<file path="src/design/bbps_pkg.sv">
package bbps_pkg;
  // Register offsets
  localparam logic [7:0] SWITCHING_CONFIG_ADDR    = 8'h01;
  localparam logic [7:0] PEAK_CURRENT_LIMITS_ADDR = 8'h03;
  localparam logic [7:0] PHASE_STATUS_ADDR        = 8'h0A;
  // Field positions in switching_config
  localparam int OUT_ENABLE_BIT  = 0;
  localparam int MODE_BIT        = 2;
  localparam int ZC_CMP_OFF_BIT  = 4;
  // Field positions in peak_current_limits
  localparam int PRIMARY_LSB     = 0;
  localparam int SECONDARY_LSB   = 4;
  localparam int LIMIT_W         = 4;
  // Reset values
  localparam logic [7:0] SWITCHING_CONFIG_RST    = 8'h00;
  localparam logic [7:0] PEAK_CURRENT_LIMITS_RST = 8'h00;
  localparam logic [3:0] SOFTSTART_PRIMARY_PEAK   = 4'h2;
  localparam logic [3:0] SOFTSTART_SECONDARY_PEAK = 4'h1;
  // Timing
  localparam int CLK_PERIOD_NS     = 100;
  localparam int CHARGE_TIMEOUT_NS = 500;
  localparam int FREEWHEEL_MIN_NS  = 30;
  localparam logic [3:0] CHARGE_TIMEOUT_CYC =
    4'((CHARGE_TIMEOUT_NS + CLK_PERIOD_NS - 1) / CLK_PERIOD_NS);
  localparam logic [3:0] FREEWHEEL_CYC_RAW =
    4'(FREEWHEEL_MIN_NS / CLK_PERIOD_NS);
  localparam logic [3:0] FREEWHEEL_CYC =
    (FREEWHEEL_CYC_RAW == 4'h0) ? 4'h1 : FREEWHEEL_CYC_RAW;
  // Phase states
  typedef enum logic [2:0] {
    BBPS_OFF, BBPS_DEAD, BBPS_P1, BBPS_P2, BBPS_P3, BBPS_P4
  } bbps_phase_t;
endpackage

</file>
<file path="src/design/bbps_sequencer.sv">
`timescale 1ns/1ps
module bbps_sequencer
  import bbps_pkg::*;
(
  input  wire logic       clk,
  input  wire logic       rstn,
  input  wire logic       reg_wr,
  input  wire logic       reg_rd,
  input  wire logic [7:0] reg_addr,
  input  wire logic [7:0] reg_wdata,
  output logic      [7:0] reg_rdata,
  input  wire logic       charge_req,
  input  wire logic       vin_gt_vout,
  input  wire logic       peak1_hit,
  input  wire logic       peak12_hit,
  input  wire logic       valley_hit,
  input  wire logic       zero_cross,
  input  wire logic       softstart_done,
  output logic            input_side_pmos,
  output logic            output_side_pmos,
  output logic            input_side_nmos,
  output logic            output_side_nmos,
  output logic      [3:0] primary_peak_limit,
  output logic      [3:0] secondary_peak_increment,
  output logic            valley_force_zero,
  output logic            irq_out_n_o,
  output logic            irq_out_n_oe_n
);
  parameter logic DEFAULT_ON = 1'b1;

  typedef struct packed {
    bbps_phase_t phase;
    bbps_phase_t next;
    logic [3:0]  tmr;
    logic [7:0]  cfg;
    logic [7:0]  lim;
    logic [7:0]  rdata;
    logic        started;
    logic        ss_done;
    logic        irq_pend;
    logic        sw_ip;
    logic        sw_op;
    logic        sw_in;
    logic        sw_on;
    logic [3:0]  pk1;
    logic [3:0]  pk2;
    logic        vz;
    logic        irq_oe_n;
  } bbps_state_t;

  bbps_state_t s_q;
  bbps_state_t s_d;
  logic        buck_only;
  logic        zc_off;
  logic        enabled;
  logic        ccm;
  bbps_phase_t charge_phase;
  logic        timeout;

  assign buck_only    = s_q.cfg[MODE_BIT];
  assign zc_off       = s_q.cfg[ZC_CMP_OFF_BIT];
  assign enabled      = s_q.cfg[OUT_ENABLE_BIT];
  assign ccm          = s_q.ss_done;
  assign charge_phase = buck_only ? BBPS_P1 : BBPS_P2;
  // Expiry after the counted cycles of phase 1, entry cycle included
  assign timeout      = (s_q.tmr >= (CHARGE_TIMEOUT_CYC - 4'h1));

  // Next-state logic
  always_comb begin
    s_d       = s_q;
    s_d.rdata = 8'h00;
    // Register writes
    if (reg_wr) begin
      if (reg_addr == SWITCHING_CONFIG_ADDR) begin
        s_d.cfg = reg_wdata;
      end else if (reg_addr == PEAK_CURRENT_LIMITS_ADDR) begin
        s_d.lim = reg_wdata;
      end
    end
    // Register reads; status read clears the pending event
    if (reg_rd) begin
      case (reg_addr)
        SWITCHING_CONFIG_ADDR:    s_d.rdata = s_q.cfg;
        PEAK_CURRENT_LIMITS_ADDR: s_d.rdata = s_q.lim;
        PHASE_STATUS_ADDR: begin
          s_d.rdata    = {s_q.irq_pend, s_q.ss_done, 3'h0, 3'(s_q.phase)};
          s_d.irq_pend = 1'b0;
        end
        default:                  s_d.rdata = 8'h00;
      endcase
    end
    // Start-up completion event; set wins over clear
    s_d.ss_done = s_q.ss_done | (s_q.started & softstart_done);
    if (s_q.started && softstart_done && !s_q.ss_done) begin
      s_d.irq_pend = 1'b1;
    end
    // Timeout counter, restarted on entry to phase 1
    if (s_q.phase == BBPS_P1) begin
      if (!timeout) begin
        s_d.tmr = s_q.tmr + 4'h1;
      end
    end else begin
      s_d.tmr = 4'h0;
    end
    // Phase sequencing
    case (s_q.phase)
      BBPS_OFF: begin
        if (enabled) begin
          s_d.started = 1'b1;
          s_d.next    = BBPS_P4;
          s_d.phase   = BBPS_DEAD;
        end
      end
      BBPS_DEAD: begin
        s_d.phase = s_q.next;
      end
      BBPS_P2: begin
        if (peak1_hit) begin
          s_d.next  = BBPS_P1;
          s_d.phase = BBPS_DEAD;
        end
      end
      BBPS_P1: begin
        if (buck_only) begin
          if (peak1_hit || timeout) begin
            s_d.next  = BBPS_P3;
            s_d.phase = BBPS_DEAD;
          end
        end else if (vin_gt_vout) begin
          if (peak12_hit || timeout) begin
            s_d.next  = BBPS_P3;
            s_d.phase = BBPS_DEAD;
          end
        end else if (valley_hit || timeout) begin
          s_d.next  = BBPS_P3;
          s_d.phase = BBPS_DEAD;
        end
      end
      BBPS_P3: begin
        if (zero_cross || (valley_hit && (!ccm || zc_off))) begin
          s_d.next  = BBPS_P4;
          s_d.phase = BBPS_DEAD;
        end else if (valley_hit) begin
          s_d.next  = charge_phase;
          s_d.phase = BBPS_DEAD;
        end else begin
          s_d.phase = BBPS_P3;
        end
      end
      BBPS_P4: begin
        // Freewheel at least one cycle, then wait for charge demand
        if (charge_req && FREEWHEEL_CYC != 4'h0) begin
          s_d.next  = charge_phase;
          s_d.phase = BBPS_DEAD;
        end
      end
      default: begin
        s_d.phase = BBPS_OFF;
      end
    endcase
    // Disable drops back to all-off
    if (!enabled) begin
      s_d.phase = BBPS_OFF;
      s_d.next  = BBPS_OFF;
    end
    // Switch pairs per phase
    s_d.sw_ip = (s_d.phase == BBPS_P1) || (s_d.phase == BBPS_P2);
    s_d.sw_op = (s_d.phase == BBPS_P1) || (s_d.phase == BBPS_P3);
    s_d.sw_in = (s_d.phase == BBPS_P3) || (s_d.phase == BBPS_P4);
    s_d.sw_on = (s_d.phase == BBPS_P2) || (s_d.phase == BBPS_P4);
    // Limits to the comparators: soft-start overrides until done
    if (s_d.ss_done) begin
      s_d.pk1 = s_d.lim[PRIMARY_LSB +: LIMIT_W];
      s_d.pk2 = s_d.lim[SECONDARY_LSB +: LIMIT_W];
      s_d.vz  = 1'b0;
    end else begin
      s_d.pk1 = SOFTSTART_PRIMARY_PEAK;
      s_d.pk2 = SOFTSTART_SECONDARY_PEAK;
      s_d.vz  = 1'b1;
    end
    s_d.irq_oe_n = ~s_d.irq_pend;
  end

  // State register
  always_ff @(posedge clk) begin
    if (!rstn) begin
      s_q          <= '0;
      s_q.phase    <= BBPS_OFF;
      s_q.next     <= BBPS_OFF;
      s_q.cfg      <= SWITCHING_CONFIG_RST | {7'h00, DEFAULT_ON};
      s_q.lim      <= PEAK_CURRENT_LIMITS_RST;
      s_q.pk1      <= SOFTSTART_PRIMARY_PEAK;
      s_q.pk2      <= SOFTSTART_SECONDARY_PEAK;
      s_q.vz       <= 1'b1;
      s_q.irq_oe_n <= 1'b1;
    end else begin
      s_q <= s_d;
    end
  end

  // Outputs straight from the state flops, except irq_out_n_o which is tied low
  assign reg_rdata                = s_q.rdata;
  assign input_side_pmos          = s_q.sw_ip;
  assign output_side_pmos         = s_q.sw_op;
  assign input_side_nmos          = s_q.sw_in;
  assign output_side_nmos         = s_q.sw_on;
  assign primary_peak_limit       = s_q.pk1;
  assign secondary_peak_increment = s_q.pk2;
  assign valley_force_zero        = s_q.vz;
  assign irq_out_n_o              = 1'b0; // Open drain only pulls low
  assign irq_out_n_oe_n           = s_q.irq_oe_n;
endmodule

</file>
<file path="config.mk">
export PLATFORM = sky130hd
export DESIGN_NAME = bbps_sequencer
export DESIGN_NICKNAME = d
export VERILOG_FILES = /design/src/design/bbps_pkg.sv /design/src/design/bbps_sequencer.sv
export SDC_FILE = /design/constraint.sdc
export NUM_CORES = 1
export LEC_CHECK = 0
export BUFFER_PORTS_ARGS = -buffer_cell sky130_fd_sc_hd__clkbuf_2
export CORE_ASPECT_RATIO = 0.9
export CORE_MARGIN = 2
export CORE_UTILIZATION = 55
export CTS_BUF_LIST = sky130_fd_sc_hd__clkbuf_4 sky130_fd_sc_hd__clkbuf_8
export CTS_CLUSTER_SIZE = 28
export DETAILED_ROUTE_END_ITERATION = 8
export GPL_ROUTABILITY_DRIVEN = 1
export PLACE_DENSITY = 0.81
export SLEW_MARGIN = 40
export SYNTH_ARGS = -nofsm -noshare
export SYNTH_HDL_FRONTEND = slang
export SYNTH_SLANG_ARGS = --single-unit
</file>
<file path="constraint.sdc">
create_clock -name clk -period 5.29 [get_ports clk]
set_clock_uncertainty 0.2 [all_clocks]
set_input_delay 1.058 -clock clk [delete_from_list [all_inputs] [get_ports clk]]
set_output_delay 1.058 -clock clk [all_outputs]
set_load 0.02 [all_outputs]
</file>
==> reports/metrics.cfg, run 1 <==
[floorplanning]
die_h_um=64.29
boundaryPins=50
start_util_pct=58.70
dieArea_um2=4563
core_um2=3784
fp.dieW_um=70.98
std_cell_rows=21

[worst_setup_path]
crit_family=simple AND/OR/NAND/NOR gates
crit_fanout=8
crit_buf_inv=1
end_kind=flip-flop
crit_required_ps=5280
path_cells=clkbuf_2, or4_4, or4b_1, mux2i_1, nand2_1
crit_type=input pin to flip-flop
start_kind=input pin
arrival_ps=2870
startpoint=reg_addr[5]
slowest_delay_ps=790
cpMaxStageDelayCell=or4b_1
reg2reg_from=s_q[49]$_SDFF_PN0_

[global_routing]
grt_overflow=0
grt_max_degree=37
grt_pass1_vias=1488
grt.total_usage_pct=18.78
antenna_found_initial=0
grt_pass1_wl_um=6672

[clock_network]
root_buffer=clkbuf_8
insertion_delay_ps=300
holdBufCountCts=0
numCtsBuffers=5
cts_sinks=51
cts_tree=yes
htreeDepth=2
post_cts_buffers=0
clk_pin_slew_ps=90
cts.repair.resized=0
clock_path_buffers=2

[power_and_ir_drop]
ir_drop_mv=0.2239
powerDensity_nw_per_um2=293.5
p_leak_uw=0.001049

[placed_design]
globalplace.congestion=0.8576
port_buffers=48
place_hpwl_um=2977
place_area_um2=2354

[logic_synthesis]
seq_area_frac_synth_pct=45.97
syn_nets=261
synthXorXnorAreaFrac_pct=0.3944
yosysTopAreaCellShare_pct=45.97
synth-compound-area-share_pct=11.27
synth_largest_area_cell=dfxtp_1
yosys-top-cells-count=51 x dfxtp_1, 23 x nand2_1, 21 x mux2i_1
ys_ff_latch=51
synth_warnings=0
ys_types=47
avgSynthCellArea_um2=9.532
async_flop_share_pct=0
synth_top_family_by_area=simple AND/OR/NAND/NOR gates
synth_flop_cell=dfxtp_1
synth-edff-count=0
syn_area_um2=2221
syn_inst=233
synth_adder_area_share_pct=0.5634
post-synth-top-count-cell=dfxtp_1
yosys.area_share.simple_pct=20.56
synth.area.top_cells=dfxtp_1 46%, mux2i_1 9.5%, buf_4 5.7%
muxShareOfSynthArea_pct=12.00

[route]
routedWlPerCell_um=13.18
via_count=1643
drt-initial-drc-count=105
wl_um=4059
vias_per_cell=5.334
dr.pass1.iters=4
drc=0
final_antenna_net_count=0

[sta]
fin_crit_sh_pct=54.31
min_period_ps=2873
fin_tns_setup_ps=0
worst_pin_slew_ps=634.4
slew_headroom_pct=57.38
drv_slew=0
rsz0062_at_grt=no
hold_viol_final=0
fmax_mhz=348.1
final-setup-viol-count=0

[outcome]
outcome=complete, no violations

[final_layout]
finalNetCount=289
fin_area_um2=2442
diodes=0
drive_above_1_share_pct=24.81
area_growth_pct=9.972

[flow_run]
cap_viol_max_count=0

[min_path]
min_from=s_q[34]$_SDFFE_PN0P_
hp-class=flip-flop to flip-flop

## flip-flops by register name, summed over array words and instances (netlist names), 4 cells and up
register,count
secondary_peak_increment,4
reg_rdata,8
primary_peak_limit,4
s_q,26
## per-stage QoR
stage	worst slack (ps)	total power, uW	hold slack [ps]	util, %	instances
floorplan	2456	478.7	232.2	-	233
global placement	2153	503.5	241.8	62.20	300
detailed placement	2115	504.4	250.7	62.20	300
CTS	2436	721.2	262.7	64.55	308
global route	2354	749.2	278.1	64.55	308
finish	2417	716.8	263.3	64.55	308
## tightest hold or removal path, stage by stage, from the launching register on
cell,delay (ps)
dfxtp_1,320
nand2_1,50
mux2i_1,50
## area by class of cell
type                            instances  area, um2
Inverter                                6      22.52
Clock buffer                            7      83.83
Fill cell                             329       1341
Sequential cell                        51       1021
Clock inverter                          1      5.005
Timing Repair Buffer                   49      247.7
Tap cell                               46      57.56
Multi-Input combinational cell        148       1005
## final timing paths
path,depth (start not counted),to,slack (ps)
worst max-delay path,5,primary_peak_limit[1]$_SDFF_PN1_,2420
worst min-delay path,2,s_q[34]$_SDFFE_PN0P_,260
worst max register to register,4,output_side_nmos$_SDFF_PN0_,3120
worst min register to register,2,s_q[34]$_SDFFE_PN0P_,260
## kinds of logic after synthesis
family	Yosys count
other	1
and+or+nand+nor	85
DFF	51
adders and majority gates	1
AOI/OAI and AO/OA	34
muxes	26
xor gates and xnor gates	1
buffers and inverters	34
## layer usage
metal | track usage, % | wire length, um
met2 | 27.22 | 1712
met3 | 6.467 | 241
met1 | 26.30 | 2062
met4 | 5.660 | 43
met5 | 0 | 0
## report_power, final
| group | internal, uW | leakage [uW] | total [uW] | switching (uW) |
|---|---|---|---|---|
| Combinational | 38.4 | 0.000586 | 84.0 | 45.6 |
| Sequential | 399 | 0.000414 | 412 | 12.7 |
| Clock | 103 | 0.0000491 | 221 | 118 |
| Total | 541 | 0.00105 | 717 | 176 |
## placed cells by master (no fill, tap or decap), types with 3 or more instances in the layout
master and instances:
mux2_2 5, dfxtp_1 51, nand2_1 23, mux2i_1 21, nor2b_1 14, clkbuf_2 48
and2_1 3, o21ai_0 4, nor3b_1 3, a21oi_1 4, a22oi_1 5, a211oi_1 3
nand3_1 4, nand2b_1 5, o21a_1 4, inv_1 6, nor2_1 20, clkbuf_8 5
(Power assumes the default switching activity.)
==> run 2, diff against run 1 <==
--- a/config.mk
+++ b/config.mk
@@ -8,12 +8,12 @@
 export BUFFER_PORTS_ARGS = -buffer_cell sky130_fd_sc_hd__clkbuf_2
 export CORE_ASPECT_RATIO = 0.9
 export CORE_MARGIN = 2
-export CORE_UTILIZATION = 55
+export CORE_UTILIZATION = 50
 export CTS_BUF_LIST = sky130_fd_sc_hd__clkbuf_4 sky130_fd_sc_hd__clkbuf_8
 export CTS_CLUSTER_SIZE = 28
 export DETAILED_ROUTE_END_ITERATION = 8
 export GPL_ROUTABILITY_DRIVEN = 1
-export PLACE_DENSITY = 0.81
+export PLACE_DENSITY = 0.78
 export SLEW_MARGIN = 40
 export SYNTH_ARGS = -nofsm -noshare
 export SYNTH_HDL_FRONTEND = slang
==> constraint.sdc (replaced) <==
create_clock -name clk -period 2.3 [get_ports clk]
set_clock_uncertainty 0.2 [all_clocks]
set_input_delay 0.46 -clock clk [delete_from_list [all_inputs] [get_ports clk]]
set_output_delay 0.46 -clock clk [all_outputs]
set_load 0.02 [all_outputs]
==> reports/metrics.cfg, run 2 (synthesized netlist as in run 1, its figures left out) <==
[global_routing]
grt.total_usage_pct=19.32  ; +0.54 points
grt_max_degree=27  ; -27%
antenna_found_initial=0  ; unchanged
grt_overflow=0  ; unchanged
grt_pass1_vias=1548  ; +4.0%
grt_pass1_wl_um=7196  ; +7.9%

[final_layout]
diodes=0  ; unchanged
drive_above_1_share_pct=27.31  ; +2.5 points
n_fill_cell=382  ; +16%
largest_register=s_q
fin_area_um2=2527  ; +3.5%
finalNetCount=298  ; +3.1%
final_cell_mix=51 x dfxtp_1, 48 x clkbuf_2, 23 x nand2_1
area_growth_pct=13.80
final_common_cell=dfxtp_1
largest_reg_flops=26  ; unchanged

[route]
vias_per_cell=5.136  ; -3.7%
drt-initial-drc-count=122  ; +16%
routedWlPerCell_um=12.61  ; -4.3%
drc=0  ; unchanged
wl_um=4173  ; +2.8%
dr.pass1.iters=4  ; unchanged
final_antenna_net_count=0  ; unchanged
via_count=1700  ; +3.5%

[floorplanning]
boundaryPins=50  ; unchanged
core_um2=4184  ; +11%
fp.dieW_um=74.25  ; +4.6%
std_cell_rows=22  ; +4.8%
die_h_um=67.23  ; +4.6%
dieArea_um2=4991  ; +9.4%
start_util_pct=53.08  ; -5.6 points

[placed_design]
port_buffers=48  ; unchanged
globalplace.congestion=0.8973  ; +4.6%
dp_worst_setup_slack_ps=-102.4  ; -2217 ps
place_area_um2=2439  ; +3.6%
place_hpwl_um=3130  ; +5.1%

[power_and_ir_drop]
powerDensity_nw_per_um2=655.4  ; +120%
ir_drop_mv=0.3810  ; +70%
p_leak_uw=0.001092  ; +4.1%

[sta]
worst_pin_slew_ps=494.2  ; -140.2 ps
fin_crit_sh_pct=90.67
drv_slew=0  ; unchanged
hold_viol_final=0  ; unchanged
min_period_ps=2085
fmax_mhz=479.5
setup_slack_ps=214.6  ; -2202 ps
slew_headroom_pct=66.91  ; +9.5 points
rsz0062_at_grt=no
final-setup-viol-count=0  ; unchanged

[worst_setup_path]
r2r_cells=4  ; unchanged
cp_num_cells=6  ; +1
worstReg2RegEnd=output_side_nmos$_SDFF_PN0_
crit_family=simple AND/OR/NAND/NOR gates
cpMaxStageDelayCell=or4_4
crit_required_ps=2290  ; -2990 ps
start_kind=input pin
r2r_setup_slack_ps=260  ; -2860 ps
arrival_ps=2080  ; -790 ps
crit_fanout=8  ; unchanged
path_cells=clkbuf_2, or4_4, or4b_1, buf_4, mux2i_1, nor2b_1
reg2reg_from=s_q[50]$_SDFF_PN0_
slowest_delay_ps=520  ; -270 ps
crit_buf_inv=2  ; +1
crit_type=input pin to flip-flop
end_kind=flip-flop

[clock_network]
insertion_delay_ps=300  ; about the same
cts_sinks=51  ; unchanged
cts.repair.resized=0  ; unchanged
root_buffer=clkbuf_8
numCtsBuffers=5  ; unchanged
htreeDepth=2  ; unchanged
clock_path_buffers=2  ; unchanged
holdBufCountCts=0  ; unchanged
clk_pin_slew_ps=80  ; about the same
post_cts_buffers=0  ; unchanged
cts_tree=yes

[outcome]
outcome=complete, no violations

[flow_run]
cap_viol_max_count=0  ; unchanged

[min_path]
holdPathEnd=s_q[36]$_SDFFE_PN0P_
holdPathStages=3  ; +1
min_from=reg_wdata[3]
hp-class=input pin to flip-flop

## run 2: changes by cell type in the layout (fill, tap and decap cells not counted), sizes merged
cell	before	now
buf	1	10
## run 2: cell type report
cell class                 count  area, um2  area share, %
clock inverter                 1      5.005         0.1980
tap                           60      75.07          2.970
inverter                       6      22.52         0.8911
sequential                    51       1021          40.40
timing repair buffer          58      315.3          12.48
clock buffer                   7      83.83          3.317
multi-input combinational    148       1005          39.75
## run 2: worst reg2reg max path, stage by stage, from the launching register on
cell      delay, ps
dfxtp_1         530
or4b_1          540
o32ai_1         220
nand4_1         210
a211oi_1        250
## run 2: per-stage QoR
step                hold WS, ps  setup TNS (ps)  total power, uW  util (%)  cells
floorplan                 232.2               0             1101         -    233
finish                    195.8               0             1656     60.41    331
CTS                       188.6               0             1674     60.41    331
global placement          238.7          -671.8             1167     58.28    323
detailed placement        246.0           -1283             1169     58.28    323
global route              201.1               0             1740     60.41    331
## run 2: how the worst max path moves through the flow
stage	start	to	slack, ps
after global placement	reg_addr[5]	secondary_peak_increment[0]$_SDFF_PN1_	-60
after global routing	s_q[50]$_SDFF_PN0_	output_side_nmos$_SDFF_PN0_	120
after CTS	reg_addr[5]	s_q[27]$_SDFF_PN0_	210
after floorplan	reg_addr[5]	secondary_peak_increment[0]$_SDFF_PN1_	60
after detailed placement	reg_addr[5]	s_q[27]$_SDFF_PN0_	-100
final	reg_addr[5]	s_q[27]$_SDFF_PN0_	210
## run 2: layer usage
layer	up-vias	GRT usage [%]	wire length, um
met3	7	6.269	261
met4	0	5.357	53
met1	782	27.69	2062
li1	868	-	-
met5	-	0	0
met2	43	27.90	1795
## run 2: power by group
part	total, uW	internal [uW]	switching (uW)
logic	206	95.8	111
registers	943	918	24.8
clock network	507	237	270
